File: config.mk
export PLATFORM = sky130hd
export DESIGN_NAME = rfid_serial_command
export DESIGN_NICKNAME = d
export VERILOG_FILES = /design/src/design/reader_pkg.sv /design/src/design/input_filter.sv /design/src/design/byte_fifo.sv /design/src/design/rfid_serial_command.sv
export SDC_FILE = /design/constraint.sdc
export NUM_CORES = 1
export LEC_CHECK = 0
export BUFFER_PORTS_ARGS = -buffer_cell sky130_fd_sc_hd__buf_2
export CAP_MARGIN = 20
export CORE_MARGIN = 2
export CORE_UTILIZATION = 60
export DETAILED_ROUTE_END_ITERATION = 8
export PLACE_DENSITY_LB_ADDON = 0.15
export SLEW_MARGIN = 15
export SYNTH_ARGS = -nofsm -noshare
export SYNTH_HDL_FRONTEND = slang
export SYNTH_SLANG_ARGS = --single-unit
File: constraint.sdc
create_clock -name clk -period 2.65 [get_ports clk]
set_input_delay 0.1325 -clock clk [delete_from_list [all_inputs] [get_ports clk]]
set_output_delay 0.1325 -clock clk [all_outputs]
set_load 0.05 [all_outputs]
File: src/design/reader_pkg.sv
// Notes on behaviour
// - sleep request set, deep sleep select clear: idle mode, oscillator keeps running.
// - sleep request and deep sleep select both set: deep sleep, oscillator stopped.
// - data rising while serial clock high starts an exchange and resets the decoder.
// - command bits arrive most significant bit first and are assembled that way.
// - data in and data out are valid while the serial clock is high.
// - filter select high filters clock and data inputs; low uses them unfiltered.
// - leading bits 1,1,1 enter tag receive mode and stream tag data out.
// - tag receive mode ends on a serial clock rising edge.
// - command 0001 plus four-bit length enters tag write mode, storing the length.
// - write with length zero: data in high turns drivers off, low on.
// - write with length N: drivers off from next data rise for N times 8 us.
// - tag write mode ends at once on a serial clock rising edge.
// - leading bits 1,1,0 enter tag write mode after third bit, stored length.
// - stored pulse length is zero until the first timed write command.
// - command with only bit 3 set returns the measured antenna phase.
// - phase answer byte is two zero bits then six-bit unsigned phase.
// - command with top bits 1,0 loads low six bits as sampling time.
// - command with only bit 1 set returns stored sampling time after two zeros.
// - leading bits 0,1 write four low bits into page chosen by next two bits.
`default_nettype none

package reader_pkg;

  localparam int unsigned CLK_HZ = 25_000_000;
  localparam int unsigned CLK_PERIOD_NS = 1_000_000_000 / CLK_HZ;
  localparam int unsigned PULSE_UNIT_NS = 8000;
  localparam int unsigned PULSE_UNIT_CYC = PULSE_UNIT_NS / CLK_PERIOD_NS;
  localparam int unsigned FILTER_STABLE_CYC = 3;
  localparam int unsigned FIFO_DEPTH = 8;
  localparam int unsigned BYTE_W = 8;

  localparam logic [2:0] CMD_READ_TAG = 3'h7;
  localparam logic [2:0] CMD_WRITE_SHORT = 3'h6;
  localparam logic [3:0] CMD_WRITE_N = 4'h1;
  localparam logic [7:0] CMD_READ_PHASE = 8'h08;
  localparam logic [7:0] CMD_SAMPLE_READ = 8'h02;
  localparam logic [1:0] CMD_SET_SAMPLE = 2'h2;
  localparam logic [1:0] CMD_SET_PAGE = 2'h1;

  localparam logic [3:0] PAGE0_RESET = 4'h8;
  localparam logic [3:0] PAGE_RESET = 4'h0;
  localparam logic [5:0] SAMPLE_RESET = 6'h00;
  localparam logic [3:0] PULSE_RESET = 4'h0;
  localparam int unsigned POWER_PAGE = 1;
  localparam int unsigned SLEEP_BIT = 2;
  localparam int unsigned DEEP_BIT = 3;

  typedef struct packed {
    logic sclk;
    logic din;
  } serial_pins_type;

  typedef struct packed {
    logic idle_mode;
    logic deep_sleep;
  } power_type;

  typedef enum logic [2:0] {
    st_wait_init,
    st_command,
    st_read_tag,
    st_write_tag,
    st_respond
  } state_type;

  function automatic logic [7:0] pad_six(input logic [5:0] v);
    return {2'h0, v};
  endfunction

endpackage

`default_nettype wire

File: src/design/input_filter.sv
`default_nettype none

module input_filter (
  input wire logic clk,
  input wire logic reset,
  input wire reader_pkg::serial_pins_type pins_async,
  input wire logic filter_select,
  output var reader_pkg::serial_pins_type pins_clean
);
  import reader_pkg::*;

  logic [1:0] s1_r;
  logic [1:0] s2_r;
  logic [1:0] out_r;
  logic [1:0] cnt_r [2];
  logic mode1_r;
  logic mode2_r;

  assign pins_clean = out_r;

  always_ff @(posedge clk) begin
    if (reset) begin
      s1_r <= 2'h0;
      s2_r <= 2'h0;
      mode1_r <= 1'b0;
      mode2_r <= 1'b0;
    end else begin
      s1_r <= pins_async;
      s2_r <= s1_r;
      mode1_r <= filter_select;
      mode2_r <= mode1_r;
    end
  end

  always_ff @(posedge clk) begin
    for (int i = 0; i < 2; i++) begin
      if (reset) begin
        out_r[i] <= 1'b0;
        cnt_r[i] <= 2'h0;
      end else if (!mode2_r || s2_r[i] == out_r[i]) begin
        out_r[i] <= s2_r[i];
        cnt_r[i] <= 2'h0;
      end else if (cnt_r[i] == 2'(FILTER_STABLE_CYC - 1)) begin
        out_r[i] <= s2_r[i];
        cnt_r[i] <= 2'h0;
      end else begin
        cnt_r[i] <= cnt_r[i] + 2'h1;
      end
    end
  end

  filter_stable_a: assert property (@(posedge clk) disable iff (reset)
    $rose(out_r[0]) && $past(mode2_r, 1) && $past(mode2_r, 3)
      |-> $past(s2_r[0], 1) && $past(s2_r[0], 2) && $past(s2_r[0], 3))
    else $error("filtered data changed before input was stable");

endmodule

`default_nettype wire

File: src/design/byte_fifo.sv
`default_nettype none

module byte_fifo #(
  parameter int unsigned WIDTH = 8,
  parameter int unsigned DEPTH = 8
) (
  input wire logic clk,
  input wire logic reset,
  input wire logic in_valid,
  input wire logic [WIDTH-1:0] in_data,
  output logic in_ready,
  output logic out_valid,
  output logic [WIDTH-1:0] out_data,
  input wire logic out_ready
);
  localparam int unsigned AW = $clog2(DEPTH);

  logic [WIDTH-1:0] mem_r [DEPTH];
  logic [AW:0] wr_r;
  logic [AW:0] rd_r;

  wire full = (wr_r[AW] != rd_r[AW]) && (wr_r[AW-1:0] == rd_r[AW-1:0]);
  wire empty = (wr_r == rd_r);
  wire push = in_valid && !full;
  wire pop = out_ready && !empty;

  assign in_ready = !full;
  assign out_valid = !empty;
  assign out_data = mem_r[rd_r[AW-1:0]];

  always_ff @(posedge clk) begin
    if (push) begin
      mem_r[wr_r[AW-1:0]] <= in_data;
    end
  end

  always_ff @(posedge clk) begin
    if (reset) begin
      wr_r <= '0;
      rd_r <= '0;
    end else begin
      wr_r <= wr_r + (AW + 1)'(push);
      rd_r <= rd_r + (AW + 1)'(pop);
    end
  end

endmodule

`default_nettype wire

File: src/design/rfid_serial_command.sv
`default_nettype none

module rfid_serial_command (
  input wire logic clk,
  input wire logic reset,
  input wire reader_pkg::serial_pins_type pins_async,
  input wire logic filter_select,
  input wire logic tag_stream_async,
  input wire logic [5:0] phase_value,
  output logic dout_out,
  output logic dout_oe,
  output logic driver_off,
  output logic tag_read_mode,
  output logic tag_write_mode,
  output logic [5:0] sample_delay,
  output logic [15:0] config_pages,
  output var reader_pkg::power_type power_state
);
  import reader_pkg::*;

  function automatic logic [11:0] pulse_cycles(input logic [3:0] n);
    return 12'(n * PULSE_UNIT_CYC);
  endfunction

  //////////////////////////////////////////////////////////////////////////////
  // input conditioning and edge detection

  serial_pins_type pins_f;
  logic sclk_prev_r;
  logic din_prev_r;
  logic tag_s1_r;
  logic tag_s2_r;

  input_filter u_filter (
    .clk(clk),
    .reset(reset),
    .pins_async(pins_async),
    .filter_select(filter_select),
    .pins_clean(pins_f)
  );

  always_ff @(posedge clk) begin
    if (reset) begin
      sclk_prev_r <= 1'b0;
      din_prev_r <= 1'b0;
      tag_s1_r <= 1'b0;
      tag_s2_r <= 1'b0;
    end else begin
      sclk_prev_r <= pins_f.sclk;
      din_prev_r <= pins_f.din;
      tag_s1_r <= tag_stream_async;
      tag_s2_r <= tag_s1_r;
    end
  end

  wire sclk_rise = pins_f.sclk && !sclk_prev_r;
  wire sclk_fall = !pins_f.sclk && sclk_prev_r;
  wire din_rise = pins_f.din && !din_prev_r;
  // clock must have been high already, so a clock rise is never taken for it
  wire init_seen = din_rise && pins_f.sclk && sclk_prev_r;

  //////////////////////////////////////////////////////////////////////////////
  // command decode

  state_type state_r;
  state_type state_nxt;
  logic [7:0] shift_r;
  logic [2:0] bits_r;
  logic [3:0] pulse_len_r;
  logic [5:0] sample_r;
  logic [3:0] pages_r [4];

  wire in_cmd = (state_r == st_command) && !init_seen;
  wire [7:0] next_byte = {shift_r[6:0], pins_f.din};
  wire take_bit = in_cmd && sclk_rise;
  wire third = take_bit && bits_r == 3'h2;
  wire full = take_bit && bits_r == 3'h7;
  wire is_read_tag = third && next_byte[2:0] == CMD_READ_TAG;
  wire is_write_short = third && next_byte[2:0] == CMD_WRITE_SHORT;
  wire wr_n = full && next_byte[7:4] == CMD_WRITE_N;
  wire set_sample = full && next_byte[7:6] == CMD_SET_SAMPLE;
  wire set_page = full && next_byte[7:6] == CMD_SET_PAGE;
  wire rd_phase = full && next_byte == CMD_READ_PHASE;
  wire rd_sample = full && next_byte == CMD_SAMPLE_READ;
  wire resp_done;

  always_comb begin
    state_nxt = state_r;
    if (init_seen) begin
      state_nxt = st_command;
    end else begin
      case (state_r)
        st_command: begin
          if (is_read_tag) begin
            state_nxt = st_read_tag;
          end else if (is_write_short || wr_n) begin
            state_nxt = st_write_tag;
          end else if (rd_phase || rd_sample) begin
            state_nxt = st_respond;
          end else if (full) begin
            state_nxt = st_wait_init;
          end
        end
        st_read_tag: begin
          if (sclk_rise) begin
            state_nxt = st_wait_init;
          end
        end
        st_write_tag: begin
          if (sclk_rise) begin
            state_nxt = st_wait_init;
          end
        end
        st_respond: begin
          if (resp_done) begin
            state_nxt = st_wait_init;
          end
        end
        st_wait_init: state_nxt = st_wait_init;
        default: state_nxt = st_wait_init;
      endcase
    end
  end

  always_ff @(posedge clk) begin
    if (reset) begin
      state_r <= st_wait_init;
      shift_r <= 8'h00;
      bits_r <= 3'h0;
    end else begin
      state_r <= state_nxt;
      if (init_seen) begin
        shift_r <= 8'h00;
        bits_r <= 3'h0;
      end else if (take_bit) begin
        shift_r <= next_byte;
        bits_r <= bits_r + 3'h1;
      end
    end
  end

  // only timed write, sampling time and page writes touch settings
  always_ff @(posedge clk) begin
    if (reset) begin
      pulse_len_r <= PULSE_RESET;
      sample_r <= SAMPLE_RESET;
      pages_r[0] <= PAGE0_RESET;
      for (int i = 1; i < 4; i++) begin
        pages_r[i] <= PAGE_RESET;
      end
    end else begin
      if (wr_n) begin
        pulse_len_r <= next_byte[3:0];
      end
      if (set_sample) begin
        sample_r <= next_byte[5:0];
      end
      if (set_page) begin
        pages_r[next_byte[5:4]] <= next_byte[3:0];
      end
    end
  end

  //////////////////////////////////////////////////////////////////////////////
  // answers go through the fifo; the shifter waits while it is empty

  logic push_valid_r;
  logic [7:0] push_data_r;
  logic push_ready;
  logic pop_valid;
  logic [7:0] pop_data;
  logic [7:0] tx_r;
  logic [3:0] tx_bits_r;

  wire in_resp = (state_r == st_respond) && !init_seen;
  wire pop = in_resp && sclk_fall && tx_bits_r == 4'h0 && pop_valid;
  assign resp_done = in_resp && sclk_fall && tx_bits_r == 4'h1;

  byte_fifo #(
    .WIDTH(BYTE_W),
    .DEPTH(FIFO_DEPTH)
  ) u_fifo (
    .clk(clk),
    .reset(reset),
    .in_valid(push_valid_r),
    .in_data(push_data_r),
    .in_ready(push_ready),
    .out_valid(pop_valid),
    .out_data(pop_data),
    .out_ready(pop)
  );

  always_ff @(posedge clk) begin
    if (reset) begin
      push_valid_r <= 1'b0;
      push_data_r <= 8'h00;
    end else if (rd_phase && !push_valid_r) begin
      push_valid_r <= 1'b1;
      push_data_r <= pad_six(phase_value);
    end else if (rd_sample && !push_valid_r) begin
      push_valid_r <= 1'b1;
      push_data_r <= pad_six(sample_r);
    end else if (push_ready) begin
      push_valid_r <= 1'b0;
    end
  end

  // a new bit appears on the clock fall, so it is settled before the rise
  always_ff @(posedge clk) begin
    if (reset || !in_resp) begin
      tx_r <= 8'h00;
      tx_bits_r <= 4'h0;
    end else if (pop) begin
      tx_r <= pop_data;
      tx_bits_r <= 4'h8;
    end else if (sclk_fall && tx_bits_r != 4'h0) begin
      tx_r <= {tx_r[6:0], 1'b0};
      tx_bits_r <= tx_bits_r - 4'h1;
    end
  end

  //////////////////////////////////////////////////////////////////////////////
  // driver control for tag write

  logic [11:0] pulse_cnt_r;
  wire in_write = (state_nxt == st_write_tag) && (state_r == st_write_tag);
  wire timed = pulse_len_r != PULSE_RESET;
  wire start = in_write && timed && din_rise && pulse_cnt_r == 12'h000;

  always_ff @(posedge clk) begin
    if (reset || !in_write) begin
      pulse_cnt_r <= 12'h000;
    end else if (start) begin
      pulse_cnt_r <= pulse_cycles(pulse_len_r);
    end else if (pulse_cnt_r != 12'h000) begin
      pulse_cnt_r <= pulse_cnt_r - 12'h001;
    end
  end

  //////////////////////////////////////////////////////////////////////////////
  // registered outputs

  wire dout_level = (state_r == st_read_tag) ? tag_s2_r :
                    (state_r == st_respond && tx_bits_r != 4'h0) ? tx_r[7] : 1'b1;
  wire drv_nxt = !in_write ? 1'b0 :
                 !timed ? pins_f.din :
                 (start || pulse_cnt_r > 12'h001);
  wire sleep_req = pages_r[POWER_PAGE][SLEEP_BIT];
  wire deep_sel = pages_r[POWER_PAGE][DEEP_BIT];

  assign sample_delay = sample_r;
  assign config_pages = {pages_r[3], pages_r[2], pages_r[1], pages_r[0]};

  always_ff @(posedge clk) begin
    if (reset) begin
      dout_out <= 1'b0;
      dout_oe <= 1'b0;
      driver_off <= 1'b0;
      tag_read_mode <= 1'b0;
      tag_write_mode <= 1'b0;
      power_state <= '0;
    end else begin
      dout_out <= 1'b0;
      dout_oe <= !dout_level;
      driver_off <= drv_nxt;
      tag_read_mode <= state_nxt == st_read_tag;
      tag_write_mode <= state_nxt == st_write_tag;
      power_state.idle_mode <= sleep_req && !deep_sel;
      power_state.deep_sleep <= sleep_req && deep_sel;
    end
  end

  //////////////////////////////////////////////////////////////////////////////
  // checks

  init_resets_decoder_a: assert property (@(posedge clk) disable iff (reset)
    init_seen |=> state_r == st_command && bits_r == 3'h0)
    else $error("initialisation did not reset the decoder");

  msb_first_shift_a: assert property (@(posedge clk) disable iff (reset)
    take_bit |=> shift_r[0] == $past(pins_f.din) && shift_r[7:1] == $past(shift_r[6:0]))
    else $error("command bit not shifted in msb first");

  read_tag_entry_a: assert property (@(posedge clk) disable iff (reset)
    is_read_tag |=> tag_read_mode ##1 (dout_oe == !$past(tag_s2_r) || !tag_read_mode))
    else $error("tag receive mode not entered or not streaming");

  read_tag_exit_a: assert property (@(posedge clk) disable iff (reset)
    state_r == st_read_tag && sclk_rise && !init_seen |=> !tag_read_mode)
    else $error("tag receive mode kept after clock rise");

  write_tag_exit_a: assert property (@(posedge clk) disable iff (reset)
    tag_write_mode && sclk_rise && !init_seen |=> !tag_write_mode ##1 !driver_off)
    else $error("tag write mode kept after clock rise");

  short_write_entry_a: assert property (@(posedge clk) disable iff (reset)
    is_write_short |=> tag_write_mode && pulse_len_r == $past(pulse_len_r))
    else $error("short write did not enter tag write mode");

  transparent_drive_a: assert property (@(posedge clk) disable iff (reset)
    in_write && !timed |=> driver_off == $past(pins_f.din))
    else $error("transparent drive does not follow data input");

  timed_pulse_a: assert property (@(posedge clk) disable iff (reset)
    start && !sclk_rise |=> driver_off && pulse_cnt_r == pulse_cycles($past(pulse_len_r)))
    else $error("timed pulse not started with the right length");

  sample_store_a: assert property (@(posedge clk) disable iff (reset)
    set_sample |=> sample_delay == $past(next_byte[5:0]))
    else $error("sampling time not stored");

  unknown_ignored_a: assert property (@(posedge clk) disable iff (reset)
    full && !(wr_n || set_sample || set_page || rd_phase || rd_sample)
      |=> $stable(sample_r) && $stable(pulse_len_r) && state_r == st_wait_init)
    else $error("unknown command changed state or settings");

  phase_answer_a: assert property (@(posedge clk) disable iff (reset)
    rd_phase && !push_valid_r |=> push_valid_r && push_data_r == {2'h0, $past(phase_value)})
    else $error("phase answer byte wrong");

  power_mode_a: assert property (@(posedge clk) disable iff (reset)
    ##1 (power_state.deep_sleep == ($past(sleep_req) && $past(deep_sel)))
      && (power_state.idle_mode == ($past(sleep_req) && !$past(deep_sel))))
    else $error("power mode outputs wrong");

endmodule

`default_nettype wire

==> impl_metrics.toml, run 1 <==
[clock_network]
htree_levels = 4
cts-buffers-inserted = 17
cts_tree = "built"
clock-sinks = 148
clock_latency_ns = 0.53
cts_max_path_buffers = 2
post_cts_buffers = 0
path_clk_slew_ns = 0.06
clock-root-buffer = "clkbuf_8"

[pwr]
p_leak_nw = 2.87
swShare = 0.217
netSwitchingPower_mw = 0.999
p_per_area_nw_per_um2 = 617
peakVddDrop_v = 0.000540
finalPower_mw = 4.61
p_seq_frac = 0.523
p_clk_frac = 0.446
internal_power_mw = 3.61
p_comb_frac = 0.031

[global_routing]
antenna_found_initial = 0
grt_pass1_vias = 4405
grt_pass1_wl_mm = 21.2
grt_use_total = 0.240
grt_max_degree = 35
grt_overflow = 0

[critical_path]
cp_max_fo = 5
arrival_ns = 2.82
critPathTopFamily = "adder cells"
path_cells = "inv_1 -> ha_1 -> ha_1 -> fa_1 -> a21oi_1 -> xnor2_1 -> a21oi_1 -> or3_1 -> o22ai_1"
end_kind = "flop"
cp_num_buf_inv = 1
slowest_stage = "dfxtp_1"
startpoint_type = "flop"
worstRegToRegCells = 9
path_depth = 9
crit_type = "flop to flop"
cp_slowest_stage_delay_ns = 0.42
cp.required_ns = 3.10

[sta]
fin_crit_sh = 0.894
worst_clock_skew_ns = 0.00612
hold_viol = 0
period_needed_ns = 2.37
worstMarginPinSlew_ns = 0.724
rsz0062_at_grt = "no"
final-setup-viol-count = 0
tns_ns = 0
fmax_mhz = 422
maxSlewViolCount = 0
relSlewSlack = 0.516

[cells_and_area]
antenna_cells = 0
drive_above_1_share = 0.176
synthToLayoutAreaGrowth_pct = 14.6
n_fill_cell = 778
final_nets = 655
final_cell_area_um2 = 7460

[worst_hold_path]
hold_class = "primary input to flop"
hold_depth = 3

[drt]
wl_mm = 12.9
num_vias = 4373
postRouteAntennaNets = 0
dr.first_iter.drc_count = 235
drtPass1Iterations = 4
viasPerCell = 5.69
wl_per_cell_um = 16.8
drc = 0

[placed_design]
placed_cell_area_um2 = 6890
place_congestion = 0.838
hpwl_mm = 9.09
numPortBuffers = 39

[synthesis]
ys_seq_area_frac = 0.560
postSynthAreaPerCell_um2 = 11.6
yosys_warnings = 0
netlist_area_um2 = 6510
synth_seq_cells = 148
synth_cell_types = 59
synth_edf_count = 68
synthArstFlopShare = 0
synthFlopType = "dfxtp_1"
synth_cells = 559

[die]
start_util = 0.609
core_um2 = 10700
ioPinCount = 41
die_y_um = 108
die-area_um2 = 11700
row_count = 38
die_x_um = 108

[job]
cap_violations = 0

[run_status]
status = "finished, final reports clean"
layout make-up:
cell class | count | area [µm²] | share of cell area
clock inverter | 10 | 61.3 | 0.00822
sequential | 148 | 3640 | 0.488
tap | 140 | 175 | 0.0235
timing repair buffer | 64 | 400 | 0.0537
clock buffer | 22 | 443 | 0.0594
inverter | 17 | 63.8 | 0.00855
multi-input combinational | 368 | 2680 | 0.358
power groups by stage:
stage | registers, mW | clock network (mW) | logic (mW)
after detailed placement | 2.46 | 0 | 0.134
after global placement | 2.46 | 0 | 0.132
after CTS | 2.41 | 2.08 | 0.142
final | 2.41 | 2.05 | 0.142
after floorplan | 2.50 | 0 | 0.0584
after global routing | 2.41 | 2.16 | 0.153
cells in the mapped netlist, types with 3 or more instances:
master    count  share of area
dfxtp_1      80           0.25
edfxtp_1     68           0.31
nor2_1       58          0.033
ha_1         26          0.050
nand2_1      26          0.015
nand3_1      26          0.020
mux2i_1      22          0.034
a21oi_1      20          0.015
nor2b_1      20          0.019
clkbuf_1     18          0.010
inv_1        17         0.0098
xnor2_1      15          0.020
nand2b_1     13          0.012
mux4_2       12          0.042
nor3_1       12         0.0092
and2_1        9         0.0086
nand4_1       9         0.0086
and3_1        8         0.0077
o22ai_1       8         0.0077
or3_1         8         0.0077
a221oi_1      7         0.0094
buf_4         7         0.0081
xor2_1        7         0.0094
a211oi_1      4         0.0046
o21a_1        4         0.0046
or2_2         4         0.0038
and3b_1       3         0.0040
and4b_1       3         0.0046
o21ai_0       3         0.0023
kinds of logic after synthesis:
family	Yosys count	share of synthesized area
other cells	2	0.00115
xor+xnor	22	0.0296
simple gates	218	0.185
flops	148	0.560
mux	34	0.0753
fa+ha+maj	27	0.0530
buf+inv	46	0.0311
compound gates	62	0.0652
worst paths after layout:
check / startpoint / end / slack, ns
max: pulse_len_r[0] / pulse_cnt_r[11] / 0.28
min: phase_value[2] / push_data_r[2] / 0.02
max reg2reg: pulse_len_r[0] / pulse_cnt_r[11] / 0.28
min reg2reg: u_filter.s1_r[1] / u_filter.s2_r[1] / 0.44
stage by stage:
step	setup WS, ns	std cells	util	hold WS [ns]
CTS	0.266	769	0.698	0.00233
floorplan	0.483	562	-	0.212
global placement	0.393	730	0.644	0.342
finish	0.281	769	0.698	0.0214
global route	0.124	769	0.698	0.0321
detailed placement	0.285	730	0.644	0.351
flip-flops by register name, summed over array words and instances, names as in the netlist, 2 cells and up:
signal               count
tx_bits_r                4
u_fifo.mem_r            48
u_filter.s2_r            2
pages_r                 16
bits_r                   3
u_filter.s1_r            2
tx_r                     8
u_fifo.rd_r              4
power_state              2
u_filter.cnt_r           4
push_data_r              6
pulse_cnt_r             12
pulse_len_r              4
u_fifo.wr_r              4
shift_r                  7
u_filter.pins_clean      2
sample_delay             6
state_r                  3
metal layers:
layer  global-route usage  vias up  wire length (µm)
li1                     -     2132                 -
met1                0.318     2102              5930
met2                0.374      115              6060
met3               0.0657       24               685
met4                0.103        0               255
met5                    0        -                 0
worst min-delay path, cell delays in order:
cell and delay (ns):
buf_2 0.10, o22ai_1 0.17, a221oi_1 0.09
placed cells by master (no fill, tap or decap), drive strengths merged, types with 15 or more instances in the layout:
master / synthesis / routed
clkbuf: 19 / 22
edfxtp: 68 / 68
inv: 17 / 18
nor2: 58 / 58
nand3: 27 / 27
buf: 10 / 57
dfxtp: 80 / 80
nor2b: 20 / 20
nand2b: 15 / 15
ha: 26 / 26
mux2i: 22 / 22
nand2: 26 / 26
a21oi: 20 / 20
xnor2: 15 / 15
repair_timing:
item                                   in CTS  in global routing
endpoints found under the hold margin      15                  0
hold buffers                                7                  0
gates resized for setup                     0                  0
(Power assumes the default switching activity.)
==> run 2: changes to the inputs <==
--- a/config.mk
+++ b/config.mk
@@ -7,7 +7,7 @@
 export LEC_CHECK = 0
 export BUFFER_PORTS_ARGS = -buffer_cell sky130_fd_sc_hd__buf_2
 export CAP_MARGIN = 20
-export CORE_MARGIN = 2
+export CORE_MARGIN = 5
 export CORE_UTILIZATION = 60
 export DETAILED_ROUTE_END_ITERATION = 8
 export PLACE_DENSITY_LB_ADDON = 0.15
==> run 2 against run 1 <==
Effect of this change:
- sequential share of layout area fell by 0.41 points
- critical endpoint unchanged
- sequential power hardly changed
- power grew 5.2%
- sequential cell count did not move
- largest power group unchanged
- final area up 0.84%
==> impl_metrics.toml, run 2 (synthesized netlist as in run 1, its figures left out) <==
[sta]
fmax_mhz = 427
tns_ns = 0
fin_crit_sh = 0.884
hold_viol = 0
worstMarginPinSlew_ns = 0.593
period_needed_ns = 2.34
relSlewSlack = 0.603
rsz0062_at_grt = "no"
maxSlewViolCount = 0
final-setup-viol-count = 0
worst_clock_skew_ns = 0.00831
fin_ws_ns = 0.307

[critical_path]
end_kind = "flop"
cp_max_fo = 5
cp.required_ns = 3.09
crit_type = "flop to flop"
arrival_ns = 2.78
startpoint_type = "flop"

[placed_design]
place_ws_ns = 0.339
placed_cell_area_um2 = 6880
numPortBuffers = 39
hpwl_mm = 9.28
place_congestion = 0.907

[job]
cap_violations = 0

[cells_and_area]
final_common_cell = "dfxtp_1"
synthToLayoutAreaGrowth_pct = 15.6
largest_reg_flops = 48
drive_above_1_share = 0.178
final_cell_area_um2 = 7520
final_nets = 654
final_cell_mix = "dfxtp_1, edfxtp_1, nor2_1, buf_2"
antenna_cells = 0

[drt]
viasPerCell = 5.69
dr.first_iter.drc_count = 242
wl_mm = 13.4
wl_per_cell_um = 17.4
num_vias = 4369
drtPass1Iterations = 5
drc = 0
postRouteAntennaNets = 0

[pwr]
peakVddDrop_v = 0.000521
p_leak_nw = 2.89
p_per_area_nw_per_um2 = 644

[die]
die_y_um = 114
ioPinCount = 41
core_um2 = 10700
row_count = 38
start_util = 0.606
die-area_um2 = 13000
die_x_um = 114

[clock_network]
clock-root-buffer = "clkbuf_8"
htree_levels = 4
post_cts_buffers = 0
cts_max_path_buffers = 2
cts_hold_buf = 7
cts-buffers-inserted = 17
clock-sinks = 148
path_clk_slew_ns = 0.06
cts_tree = "built"
clock_latency_ns = 0.53
ctsResizeCount = 0

[global_routing]
grt_max_degree = 34
grt_use_total = 0.226
antenna_found_initial = 0
grt_pass1_wl_mm = 22.9
grt_pass1_vias = 4531
grt_overflow = 0

[run_status]
status = "finished, final reports clean"

[worst_hold_path]
hold_class = "primary input to flop"
-- run 2: cell types whose count changed in the layout (fill, tap and decap cells not counted) --
cell        previous run  this run
clkinvlp_4             3         1
clkbuf_16             16        17
clkinv_1               0         1
clkbuf_1               4         1
bufinv_16              0         1
clkinv_4               0         4
buf_4                 18        17
inv_6                  1         4
inv_4                  0         1
clkinv_2               6         0
-- run 2: layout make-up --
cell class,count,area (µm²)
Fill cell,814,3220
Clock inverter,12,118
Clock buffer,20,457
Inverter,17,63.8
Sequential cell,148,3640
Tap cell,140,175
Multi-Input combinational cell,368,2680
Timing Repair Buffer,63,393
-- run 2: final timing paths --
| path | start | end | slack, ns | depth (start not counted) |
|---|---|---|---|---|
| min | phase_value[2] | push_data_r[2] | 0.03 | 3 |
| max reg2reg | pulse_len_r[0] | pulse_cnt_r[11] | 0.31 | 9 |
| max | pulse_len_r[0] | pulse_cnt_r[11] | 0.31 | 9 |
| min reg2reg | u_filter.s1_r[0] | u_filter.s2_r[0] | 0.44 | 1 |
-- run 2: power breakdown --
part	switching [mW]	internal, mW	leakage (nW)
Combinational	0.101	0.0420	1.33
Clock	0.949	1.34	0.280
Sequential	0.0130	2.40	1.28
-- run 2: worst max-delay path, stage by stage, from the launching register on --
cell	delay [ns]
dfxtp_1	0.40
inv_1	0.07
ha_1	0.29
ha_1	0.22
fa_1	0.40
a21oi_1	0.19
xnor2_1	0.14
a21oi_1	0.08
or3_1	0.34
o22ai_1	0.12
-- run 2: stage by stage --
step | utilization | total power [mW] | hold WS [ns] | cells
2_1_floorplan | - | 2.56 | 0.212 | 562
3_3_place_gp | 0.640 | 2.59 | 0.347 | 729
3_5_place_dp | 0.640 | 2.59 | 0.349 | 729
4_1_cts | 0.700 | 4.87 | 0.00886 | 768
5_1_grt | 0.700 | 5.00 | 0.0352 | 768
6_report | 0.700 | 4.84 | 0.0316 | 768
-- run 2: per-layer routing --
layer  GRT usage  routed length, µm  up-vias  part of all wire
li1            -                  -     2133                 -
met1       0.297               6000     2093              0.45
met2       0.367               6410      123              0.48
met3      0.0645                751       20             0.056
met4      0.0681                229        0             0.017
met5           0                  0        -                 0
==> run 3: changes to the inputs <==
--- a/config.mk
+++ b/config.mk
@@ -5,12 +5,12 @@
 export SDC_FILE = /design/constraint.sdc
 export NUM_CORES = 1
 export LEC_CHECK = 0
-export BUFFER_PORTS_ARGS = -buffer_cell sky130_fd_sc_hd__buf_2
+export BUFFER_PORTS_ARGS = -buffer_cell sky130_fd_sc_hd__clkbuf_2
 export CAP_MARGIN = 20
 export CORE_MARGIN = 5
 export CORE_UTILIZATION = 60
 export DETAILED_ROUTE_END_ITERATION = 8
-export PLACE_DENSITY_LB_ADDON = 0.15
+export PLACE_DENSITY_LB_ADDON = 0.3
 export SLEW_MARGIN = 15
 export SYNTH_ARGS = -nofsm -noshare
 export SYNTH_HDL_FRONTEND = slang
==> run 3 against run 2 <==
Effect of this change:
- via count is 0.64% higher
- critical path type unchanged
- clock-buffer cell count fell by 1
- maximum frequency up 1.1%
- core utilization decreased by 0.65 points
- highest routed layer unchanged
- largest cell class unchanged
- clock power decreased by 7%
- cell count down 0.52%
- non-clock buffer count down 4
- sequential power about the same
- die area did not move
==> impl_metrics.toml, run 3 (synthesized netlist as in run 1, its figures left out) <==
[sta]
final-setup-viol-count = 0
maxSlewViolCount = 0
fin_ws_ns = 0.334
rsz0062_at_grt = "no"
whs_ns = 0.0383
tns_ns = 0
hold_viol = 0
period_needed_ns = 2.32
fmax_mhz = 432
worst_clock_skew_ns = 0.00922
relSlewSlack = 0.495
fin_crit_sh = 0.874
worstMarginPinSlew_ns = 0.755

[cells_and_area]
final_cell_mix = "dfxtp_1, edfxtp_1, nor2_1, clkbuf_2"
n_fill_cell = 774
synthToLayoutAreaGrowth_pct = 14.5
final_nets = 650
final_common_cell = "dfxtp_1"
antenna_cells = 0
largest_reg_flops = 48
drive_above_1_share = 0.170

[placed_design]
place_congestion = 0.890
hpwl_mm = 9.14
numPortBuffers = 39
place_ws_ns = 0.355

[die]
start_util = 0.606
core_um2 = 10700
die-area_um2 = 13000
row_count = 38
ioPinCount = 41
die_x_um = 114
die_y_um = 114

[critical_path]
cp_slowest_stage_delay_ns = 0.41
slowest_stage = "fa_1"
cp_max_fo = 5
cp_num_buf_inv = 1
path_cells = "inv_1 -> ha_1 -> ha_1 -> fa_1 -> a21oi_1 -> xnor2_1 -> a21oi_1 -> or3_1 -> o22ai_1"
startpoint_type = "flop"
arrival_ns = 2.77
crit_type = "flop to flop"
cp.required_ns = 3.11
end_kind = "flop"
critPathTopFamily = "adder cells"

[global_routing]
antenna_found_initial = 0
grt_pass1_wl_mm = 22.0
grt_max_degree = 45
grt_use_total = 0.219
grt_overflow = 0
grt_pass1_vias = 4486

[clock_network]
path_clk_slew_ns = 0.06
post_cts_buffers = 0
clock-sinks = 148
ctsResizeCount = 0
cts_hold_buf = 8
clock-root-buffer = "clkbuf_8"
clock_latency_ns = 0.53
cts_tree = "built"
htree_levels = 4
cts_max_path_buffers = 2
cts-buffers-inserted = 17

[drt]
postRouteAntennaNets = 0
wl_per_cell_um = 17.1
drc = 0
dr.first_iter.drc_count = 304
viasPerCell = 5.76
num_vias = 4397
wl_mm = 13.1
drtPass1Iterations = 5

[pwr]
p_leak_nw = 2.84
peakVddDrop_v = 0.000576
p_per_area_nw_per_um2 = 629
finalPower_mw = 4.69

[run_status]
status = "finished, final reports clean"

[job]
cap_violations = 0

[worst_hold_path]
hold_class = "primary input to flop"
[run 3: cell types whose count changed in the layout (fill, tap and decap cells not counted), sizes merged]
cell,previous run,this run
clkinv,5,6
clkinvlp,1,4
dlygate4sd3,7,8
inv,22,19
buf,56,12
clkbuf,20,58
[run 3: tightest hold or removal path, stage by stage]
cell      delay, ns
clkbuf_2       0.08
o22ai_1        0.19
a221oi_1       0.10
[run 3: through the flow]
step,utilization,std cells,area (µm²)
after global routing,0.694,764,7450
final,0.694,764,7450
after floorplan,-,562,6520
after global placement,0.637,724,6840
after CTS,0.694,764,7450
after detailed placement,0.637,724,6840
[run 3: final cells by class]
| cell class | count | area [µm²] | area share |
|---|---|---|---|
| Sequential cell | 148 | 3640 | 0.489 |
| Inverter | 17 | 63.8 | 0.00856 |
| Tap cell | 140 | 175 | 0.0235 |
| Clock buffer | 19 | 422 | 0.0566 |
| Timing Repair Buffer | 59 | 365 | 0.0490 |
| Clock inverter | 13 | 110 | 0.0148 |
| Multi-Input combinational cell | 368 | 2680 | 0.359 |
[run 3: path summary, 6_finish.rpt]
kind                   from               to  slack (ns)  cells after the start
min reg2reg        tag_s1_r         tag_s2_r        0.45                      1
max          pulse_len_r[0]  pulse_cnt_r[11]        0.33                      9
max reg2reg  pulse_len_r[0]  pulse_cnt_r[11]        0.33                      9
min          phase_value[1]   push_data_r[1]        0.04                      3
[run 3: where the power goes]
| group | leakage [nW] | internal, mW | total, mW | switching, mW |
|---|---|---|---|---|
| logic | 1.30 | 0.0415 | 0.142 | 0.100 |
| clock network | 0.252 | 1.24 | 2.14 | 0.898 |
| registers | 1.28 | 2.40 | 2.41 | 0.0133 |
[run 3: metal layers]
metal  part of all wire  track usage  up-vias
met5                  0            0        -
li1                   -            -     2123
met4              0.016       0.0855        0
met2               0.47        0.341      141
met3              0.056       0.0624       18
met1               0.45        0.292     2115
